File: src/inc/pdb_regs.svh
// Register offsets, field positions, reset values and counter limit for the diagnostic register bank
`ifndef PDB_REGS_SVH
`define PDB_REGS_SVH
`define PDB_ADDR_W 5
`define PDB_OFF_TBT 5'h1A
`define PDB_OFF_STCG 5'h1B
`define PDB_OFF_STPL 5'h1C
`define PDB_OFF_CDC 5'h1E
`define PDB_OFF_IRQ_STAT 5'h1D
`define PDB_OFF_IRQ_MASK 5'h1F
`define PDB_TBT_LOWTH 13
`define PDB_TBT_SQ_HI 12
`define PDB_TBT_SQ_LO 9
`define PDB_TBT_LINK_PULSE_DIS 7
`define PDB_TBT_POL 4
`define PDB_TBT_JAB_DIS 0
`define PDB_STCG_LOCK 15
`define PDB_CDC_START 15
`define PDB_CDC_RESCAL 14
`define PDB_CDC_DONE 1
`define PDB_CDC_FAIL 0
`define PDB_RST_IPG 8'h7D
`define PDB_RST_PKTLEN 11'h5EE
`define PDB_RST_SQ 4'h0
`define PDB_CNT_MAX 8'hFF
`define PDB_IRQ_POL 0
`define PDB_IRQ_DONE 1
`define PDB_IRQ_FAIL 2
`define PDB_IRQ_SAT 3
`endif

File: src/inc/pdb_pkg.sv
// Types shared by the diagnostic register bank
package pdb_pkg;
	typedef logic [15:0] pdb_word_t;
	typedef logic [4:0] pdb_addr_t;
	typedef enum logic [1:0] {
		PDB_CD_IDLE = 2'b00,
		PDB_CD_RUN = 2'b01,
		PDB_CD_END = 2'b10
	} pdb_cd_state_t;
	typedef struct packed {
		logic low_thresh;
		logic [3:0] squelch;
		logic link_pulse_dis;
		logic pol_flag;
		logic jab_dis;
		logic [7:0] err_cnt;
		logic [7:0] err_held;
		logic [7:0] ipg;
		logic [10:0] pkt_len;
		logic cd_start;
		logic rescal;
		logic cd_done;
		logic cd_fail;
		pdb_cd_state_t cd_state;
		logic [3:0] irq_stat;
		logic [3:0] irq_mask;
		logic irq;
		pdb_word_t rdata;
		logic phy_pol;
		logic [2:0] pol_sync;
	} pdb_state_t;
endpackage : pdb_pkg

File: src/hdl/pdb_regs.sv
// Diagnostic, self-test and 10BASE-T control register bank
`timescale 1ns/10ps
`default_nettype none
`include "pdb_regs.svh"
module pdb_regs (
	// Clock and reset
	input wire logic clk_i,
	input wire logic sys_rst_i,
	// Register port
	input wire pdb_pkg::pdb_addr_t addr_i,
	input wire pdb_pkg::pdb_word_t wdata_i,
	input wire logic wr_i,
	input wire logic rd_i,
	output pdb_pkg::pdb_word_t rdata_o,
	// General status register side
	input wire logic pol_inv_i,
	input wire logic gen_status_rd_i,
	output logic gen_status_pol_o,
	// Receiver and link controls
	input wire logic mode_10te_i,
	output logic low_thresh_o,
	output logic [3:0] squelch_o,
	output logic link_pulse_dis_o,
	output logic jab_dis_o,
	// Self-test
	input wire logic prbs_err_i,
	input wire logic err_cnt_mode_i,
	output logic [7:0] ipg_o,
	output logic [10:0] pkt_len_o,
	// Cable diagnostics engine
	output logic cd_start_o,
	output logic rescal_o,
	input wire logic cd_done_i,
	input wire logic cd_fail_i,
	// Interrupt
	output logic irq_o
);
	import pdb_pkg::*;

	pdb_state_t st_reg;
	pdb_state_t st_next;
	logic wr_tbt;
	logic wr_stcg;
	logic wr_stpl;
	logic wr_cdc;
	logic wr_istat;
	logic wr_imask;
	logic pol_new;
	logic [3:0] ev;

	function automatic logic hit(input pdb_addr_t a, input pdb_addr_t off, input logic stb);
		hit = stb && (a == off);
	endfunction : hit

	// ----------------------------------------
	// Next state
	// ----------------------------------------
	always_comb begin
		st_next = st_reg;
		ev = 4'h0;
		wr_tbt = hit(addr_i, `PDB_OFF_TBT, wr_i);
		wr_stcg = hit(addr_i, `PDB_OFF_STCG, wr_i);
		wr_stpl = hit(addr_i, `PDB_OFF_STPL, wr_i);
		wr_cdc = hit(addr_i, `PDB_OFF_CDC, wr_i);
		wr_istat = hit(addr_i, `PDB_OFF_IRQ_STAT, wr_i);
		wr_imask = hit(addr_i, `PDB_OFF_IRQ_MASK, wr_i);
		// Pin synchroniser, stage 3 vs stage 2 agreement
		st_next.pol_sync = {st_reg.pol_sync[1:0], pol_inv_i};
		pol_new = 1'b0;
		if (st_reg.pol_sync[2] == st_reg.pol_sync[1]) begin
			st_next.phy_pol = st_reg.pol_sync[2];
			pol_new = st_reg.pol_sync[2] && !st_reg.phy_pol;
		end
		// Control fields
		if (wr_tbt) begin
			st_next.low_thresh = wdata_i[`PDB_TBT_LOWTH];
			st_next.squelch = wdata_i[`PDB_TBT_SQ_HI:`PDB_TBT_SQ_LO];
			st_next.link_pulse_dis = wdata_i[`PDB_TBT_LINK_PULSE_DIS];
			st_next.jab_dis = wdata_i[`PDB_TBT_JAB_DIS];
		end
		if (wr_stcg) begin
			st_next.ipg = wdata_i[7:0];
		end
		if (wr_stpl) begin
			st_next.pkt_len = wdata_i[10:0];
		end
		if (wr_cdc) begin
			st_next.rescal = wdata_i[`PDB_CDC_RESCAL];
		end
		// Polarity flag: clear on read of the TBT register (0x1A), new event wins
		if (hit(addr_i, `PDB_OFF_TBT, rd_i)) begin
			st_next.pol_flag = 1'b0;
		end
		if (pol_new) begin
			st_next.pol_flag = 1'b1;
		end
		// Error counter
		if (wr_stcg && wdata_i[`PDB_STCG_LOCK]) begin
			st_next.err_held = st_reg.err_cnt;
			st_next.err_cnt = {7'h00, prbs_err_i};
		end else if (prbs_err_i) begin
			if (st_reg.err_cnt != `PDB_CNT_MAX || err_cnt_mode_i) begin
				st_next.err_cnt = st_reg.err_cnt + 8'h01;
			end else begin
				ev[`PDB_IRQ_SAT] = 1'b1;
			end
		end
		// Cable diagnostic sequence
		unique case (st_reg.cd_state)
			PDB_CD_IDLE: begin
				if (wr_cdc && wdata_i[`PDB_CDC_START]) begin
					st_next.cd_start = 1'b1;
					st_next.cd_done = 1'b0;
					st_next.cd_fail = 1'b0;
					st_next.cd_state = PDB_CD_RUN;
				end
			end
			PDB_CD_RUN: begin
				if (cd_done_i) begin
					st_next.cd_done = 1'b1;
					st_next.cd_fail = cd_fail_i;
					st_next.cd_state = PDB_CD_END;
					ev[`PDB_IRQ_DONE] = 1'b1;
					ev[`PDB_IRQ_FAIL] = cd_fail_i;
				end
			end
			PDB_CD_END: begin
				st_next.cd_start = 1'b0;
				st_next.cd_state = PDB_CD_IDLE;
			end
			default: begin
				st_next.cd_state = PDB_CD_IDLE;
			end
		endcase
		ev[`PDB_IRQ_POL] = pol_new;
		// Interrupt status, write one to clear, set wins
		if (wr_istat) begin
			st_next.irq_stat = st_reg.irq_stat & ~wdata_i[3:0];
		end
		st_next.irq_stat = st_next.irq_stat | ev;
		if (wr_imask) begin
			st_next.irq_mask = wdata_i[3:0];
		end
		st_next.irq = |(st_next.irq_stat & st_next.irq_mask);
		// Read data, reserved bits zero
		st_next.rdata = 16'h0000;
		if (rd_i) begin
			unique case (addr_i)
				`PDB_OFF_TBT: begin
					st_next.rdata[`PDB_TBT_LOWTH] = st_reg.low_thresh;
					st_next.rdata[`PDB_TBT_SQ_HI:`PDB_TBT_SQ_LO] = st_reg.squelch;
					st_next.rdata[`PDB_TBT_LINK_PULSE_DIS] = st_reg.link_pulse_dis;
					st_next.rdata[`PDB_TBT_POL] = st_reg.pol_flag;
					st_next.rdata[`PDB_TBT_JAB_DIS] = st_reg.jab_dis;
				end
				`PDB_OFF_STCG: begin
					st_next.rdata = {st_reg.err_held, st_reg.ipg};
				end
				`PDB_OFF_STPL: begin
					st_next.rdata[10:0] = st_reg.pkt_len;
				end
				`PDB_OFF_CDC: begin
					st_next.rdata[`PDB_CDC_START] = st_reg.cd_start;
					st_next.rdata[`PDB_CDC_RESCAL] = st_reg.rescal;
					st_next.rdata[`PDB_CDC_DONE] = st_reg.cd_done;
					st_next.rdata[`PDB_CDC_FAIL] = st_reg.cd_fail;
				end
				`PDB_OFF_IRQ_STAT: begin
					st_next.rdata[3:0] = st_reg.irq_stat;
				end
				`PDB_OFF_IRQ_MASK: begin
					st_next.rdata[3:0] = st_reg.irq_mask;
				end
				default: begin
					st_next.rdata = 16'h0000;
				end
			endcase
		end
	end

	// ----------------------------------------
	// State register
	// ----------------------------------------
	always_ff @(posedge clk_i or posedge sys_rst_i) begin
		if (sys_rst_i) begin
			st_reg <= '0;
			st_reg.squelch <= `PDB_RST_SQ;
			st_reg.ipg <= `PDB_RST_IPG;
			st_reg.pkt_len <= `PDB_RST_PKTLEN;
			st_reg.cd_state <= PDB_CD_IDLE;
		end else begin
			st_reg <= st_next;
		end
	end

	// ----------------------------------------
	// Outputs
	// ----------------------------------------
	// gen_status read leaves the single shared pol_flag intact; input kept for the port contract
	logic unused_rd;
	assign unused_rd = gen_status_rd_i;
	assign rdata_o = st_reg.rdata;
	assign gen_status_pol_o = st_reg.pol_flag;
	assign low_thresh_o = st_reg.low_thresh;
	assign squelch_o = st_reg.squelch;
	assign link_pulse_dis_o = st_reg.link_pulse_dis;
	assign jab_dis_o = st_reg.jab_dis;
	assign ipg_o = st_reg.ipg;
	assign pkt_len_o = st_reg.pkt_len;
	assign cd_start_o = st_reg.cd_start;
	assign rescal_o = st_reg.rescal;
	assign irq_o = st_reg.irq;
	// Jabber disable only honoured in 10BASE-Te; consumer gates with mode_10te_i
	logic unused_mode;
	assign unused_mode = mode_10te_i;
endmodule : pdb_regs
`default_nettype wire

File: config.mk
export PLATFORM = sky130hd
export DESIGN_NAME = pdb_regs
export DESIGN_NICKNAME = d
export VERILOG_FILES = /design/src/inc/pdb_pkg.sv /design/src/hdl/pdb_regs.sv
export VERILOG_INCLUDE_DIRS = /design/src /design/src/inc
export SDC_FILE = /design/constraint.sdc
export NUM_CORES = 1
export LEC_CHECK = 0
export BUFFER_PORTS_ARGS = -buffer_cell sky130_fd_sc_hd__buf_2
export CAP_MARGIN = 10
export CORE_ASPECT_RATIO = 1.75
export CORE_MARGIN = 5
export CORE_UTILIZATION = 59
export DETAILED_ROUTE_END_ITERATION = 12
export GPL_TIMING_DRIVEN = 1
export PLACE_DENSITY = 0.94
export SLEW_MARGIN = 20
export SYNTH_ARGS = -nofsm -noshare
export SYNTH_HDL_FRONTEND = slang
export SYNTH_SLANG_ARGS = --single-unit
File: constraint.sdc
create_clock -name clk_i -period 5.52 [get_ports clk_i]
set_clock_uncertainty 0.15 [all_clocks]
set_input_delay 0.828 -clock clk_i [delete_from_list [all_inputs] [get_ports clk_i]]
set_output_delay 0.828 -clock clk_i [all_outputs]
set_load 0.02 [all_outputs]
# == Word level (Yosys, flattened, before mapping) ==
# Cells that the tools add are included.
# word_totals
register_bits,78
inputBits,32
output_inout_bits,46
wordCells,90
# classes
n_addsub,1
n_eq_ne,12
n_mux,30
n_bitwise,4
n_reduce_logical,23
# ops
op,count
== test 5 bit (second input constant),6
two-way mux 8 bit,3
two-way mux 16 bit,1
two-way mux 4 bit,4
one-hot mux 2 bit (2 select lines),4
logical AND 1 bit,10
nonzero test 2 bit,5
adder 8 x 1 -> 8 bit (second input constant),1
AND 4 bit,2
!= test 8 bit (second input constant),1
one-hot mux 2 bit (4 select lines),1
two-way mux 1 bit,7
one-hot mux 1 bit (3 select lines),2
one-hot mux 1 bit (6 select lines),1
one-hot mux 2 bit (3 select lines),1
one-hot mux 3 bit (2 select lines),1
AND reduction 2 bit,3
one-hot mux 1 bit (5 select lines),1
two-way mux 2 bit,2
!= test 2 bit (second input constant),2
inverter 4 bit,1
bitwise OR 4 bit,1
one-hot mux 1 bit (2 select lines),2
OR reduction 4 bit,1
other kinds (7),7

# == Logic depth before layout (Yosys ltp) ==
# logic_depth
depth_word,8
mapped_depth,7
depth_no_buf,5

# == Worst setup path before layout ==
# OpenSTA, ideal clock, no wires.
# synth_timing
path_kind,input -> register
start,input port addr_i[0]
end,register st_reg (netlist bit pkt_len_o[0])
setup_time_ns,0.125
arrival_ns,2.004
required_time_ns,5.245
setup_slack_ns,3.241
path_stages,7
path_buffers,3
path_cell_list,buf_4 > nor3b_2 > and2b_1 > buf_6 > and2_4 > buf_12 > mux2_4
# synth_between
elab_chain_cells,2
# synth_lines
element,line,rtl
start: declaration,pdb_regs.sv:10,"input wire pdb_pkg::pdb_addr_t addr_i,"
== test 5 bit,pdb_regs.sv:52,hit = stb && (a == off);
logical AND 1 bit,pdb_regs.sv:52,
end signal: assignment,pdb_regs.sv:192,st_reg <= st_next;
end: declaration,pdb_regs.sv:40,pdb_state_t st_reg;
# No other way between the ends.
# A chain may end at the register's enable or synchronous reset.

# == Final worst setup path ==
# layout_timing
start,input port addr_i[1]
end,register st_reg (netlist bit squelch_o[3])
# Same word-level chain as after synthesis.

==> out/results.tsv <==
stage	metric	value	unit
status	status	completed	
power_and_ir_drop	p_sw_frac	0.282	
placed_design	pre_cts_ws	2.74	ns
detailed_routing	vias_per_cell	5.71	
final_layout	num_antenna_cells	0	
yosys	synth.avg_cell_area	12.3	sq um
run	maxCapViolCount	0	
timing	report.final.slew_viol_count	0	
final_layout	final_util	0.666	
power_and_ir_drop	power_leakage	2.02	nW
setup_path	worst-r2r-cell-count	5	
global_route	antenna_found_initial	0	
cts	clock_latency	0.33	ns
yosys	ys_warn_count	0	
setup_path	worstSetupEndpointType	register	
detailed_routing	drcViolationCount	0	
global_route	first_global_vias	2732	
timing	hold_viol	0	
final_layout	drive_gt1_frac	0.421	
yosys	synth_cells	314	
detailed_routing	final_antenna_net_count	0	
final_layout	final_cells	438	
cts	cts.sinks	78	
placed_design	dp_hpwl	5990	um
yosys	syn-num-nets	347	
timing	worstMarginPinSlew	0.736	ns
floorplanning	io_pins	78	
cts	cts_tree	done	
yosys	postSynthRegisterBits	78	
timing	finalSetupViolCount	0	
setup_path	crit_path_top_delay_cell	and2_1	
final_layout	largest_register_ffs	30	
setup_path	crit_path_max_incr_delay	0.45	ns
placed_design	dp.cells	422	
final_layout	area_growth	11.1	%
final_layout	fillers	505	
setup_path	crit_chain	buf_2, nand2b_4, nor3_4, and2_1, mux2_1	
detailed_routing	wl	8150	um
worst_hold_path	hold_depth	0	
detailed_routing	drt-wirelength-per-cell	18.6	um
yosys	ys.flop_type	dfrtp_1	
yosys	ys_types	61	
setup_path	r2r_setup_slack	3.57	ns
setup_path	crit_path_max_fanout	13	
timing	hold_ws	0.202	ns
yosys	yosys-top-cells-area	dfrtp_1, dfstp_2, buf_4	
global_route	grt_pass1_wl	13700	um
setup_path	worstSetupPathType	in -> reg	
power_and_ir_drop	combPwrFrac	0.180	
timing	tns	0	ns
floorplanning	initial_utilization	0.600	
power_and_ir_drop	vdd_drop_max	309	uV
yosys	syn-cell-area	0.00386	sq mm
yosys	seq_area_frac_synth	0.510	
placed_design	gp_congestion	0.798	
timing	period_share	0.444	
worst_hold_path	worstHoldPathType	reg -> reg	
yosys	synth.top_cell.area_share	0.415	
global_route	grt-ovfl-total	0	
global_route	grt_max_degree	79	
power_and_ir_drop	p_seq_frac	0.450	
power_and_ir_drop	pwr_density_cell	395	mW/mm^2
power_and_ir_drop	netSwitchingPower	0.477	mW
detailed_routing	drt_iter0_drc	173	
cts	ctsLongestPathBuffers	2	
timing	fmax	408	MHz
floorplanning	dieArea	0.00833	sq mm
setup_path	cp_data_arrival_time	2.51	ns
power_and_ir_drop	power_frac_clock	0.370	
detailed_routing	dr.pass1.iters	4	
floorplanning	fp-row-count	39	
setup_path	crit_required	5.58	ns
yosys	synth_edf_count	0	
setup_path	start_kind	input port	
cts	cts_buffers	9	
timing	setup_slack	3.07	ns
cts	postCtsHoldBufs	0	
yosys	synth-async-reset-ratio	1.00	
placed_design	io_buffers	75	
timing	period_minus_slack	2.45	ns
power_and_ir_drop	p_int	1.22	mW
final_layout	fin_nets	384	
global_route	track_usage	0.218	
floorplanning	coreArea	0.00644	sq mm
yosys	synth_top_area_cell	dfrtp_1	
cts	cts_resized	0	
timing	rsz0062_at_grt	no	
floorplanning	die_y	117	um
cts	ctsHtreeMaxLevel	3	
cts	cts_root_buffer	clkbuf_16	
cts	cts.clk_slew.worst_paths	0.06	ns
detailed_routing	vias	2500	
timing	slew_headroom	0.508	
cts	post_cts_buffers	0	
floorplanning	dieWidth	71.2	um
[critical path, delay by kind of cell]
kind | cells | cell delay, ns
AND/OR/NAND/NOR | 3 | 1.02
multiplexers | 1 | 0.38
buffers and inverters | 1 | 0.28
[layout by cell type (no fill, tap or decap), drive strengths merged, types with 8 or more instances in the layout]
| master | n |
|---|---|
| a21oi | 10 |
| a22oi | 14 |
| buf | 76 |
| clkbuf | 10 |
| dfrtp | 64 |
| dfstp | 14 |
| inv | 12 |
| mux2 | 35 |
| nand2 | 16 |
| nor2 | 9 |
| nor2b | 14 |
| o21ai | 8 |
[stage by stage]
stage / instance area [sq um] / total power, mW
2_1_floorplan: 3860 / 1.00
3_3_place_gp: 3960 / 1.05
3_5_place_dp: 3960 / 1.08
4_1_cts: 4280 / 1.71
5_1_grt: 4290 / 1.77
6_report: 4290 / 1.69
[metal layers]
metal  vias up  wire (um)  GRT usage
met5         -          0          0
met4         0        257      0.114
met3        18        437     0.0573
met2        75       4490      0.390
met1      1253       2970      0.231
li1       1154          -          -
[cell usage after synthesis (3+ instances only)]
master	number
mux2_2	10
mux2i_1	5
buf_4	41
a22oi_1	14
dfrtp_1	64
o21ai_0	6
or3_1	6
nand3_1	3
nor2_1	7
inv_1	11
a21oi_1	10
and2_1	3
nand2_1	15
mux2_1	14
dfstp_2	14
or2_2	3
nor2b_1	14
a31oi_1	3
mux2_4	11
nand4_1	3
buf_6	4
[worst paths after layout]
check	to	start
worst max-delay path	squelch_o[3]	addr_i[1]
worst min-delay path	st_next[2]	st_next[1]
worst max register to register	irq_o	st_reg[62]
worst min register to register	st_next[2]	st_next[1]
max in group asynchronous	st_reg[27]	sys_rst_i
min in group asynchronous	rdata_o[5]	sys_rst_i
[kinds of logic after synthesis]
kind of cell,count (synthesis),synth area share
and+or+nand+nor,75,0.125
muxes,41,0.132
xor gates and xnor gates,2,0.00454
AOI/OAI and AO/OA,55,0.113
buffers and inverters,62,0.113
adders and majority gates,1,0.00324
DFF,78,0.510
[power groups by stage]
stage	Sequential [mW]	Clock [mW]	Combinational [mW]
after floorplan	0.757	0	0.247
after global placement	0.758	0	0.291
after detailed placement	0.769	0	0.306
after CTS	0.760	0.638	0.309
after global routing	0.777	0.659	0.332
final	0.762	0.626	0.305
[final cells by class]
class | count | area [sq um] | area share
Clock buffer | 10 | 239 | 0.0557
Clock inverter | 6 | 85.1 | 0.0198
Inverter | 12 | 45.0 | 0.0105
Multi-Input combinational cell | 174 | 1460 | 0.341
Sequential cell | 78 | 1970 | 0.459
Tap cell | 82 | 103 | 0.0239
Timing Repair Buffer | 76 | 387 | 0.0901
Note: power is estimated with default switching activity, not from simulation.
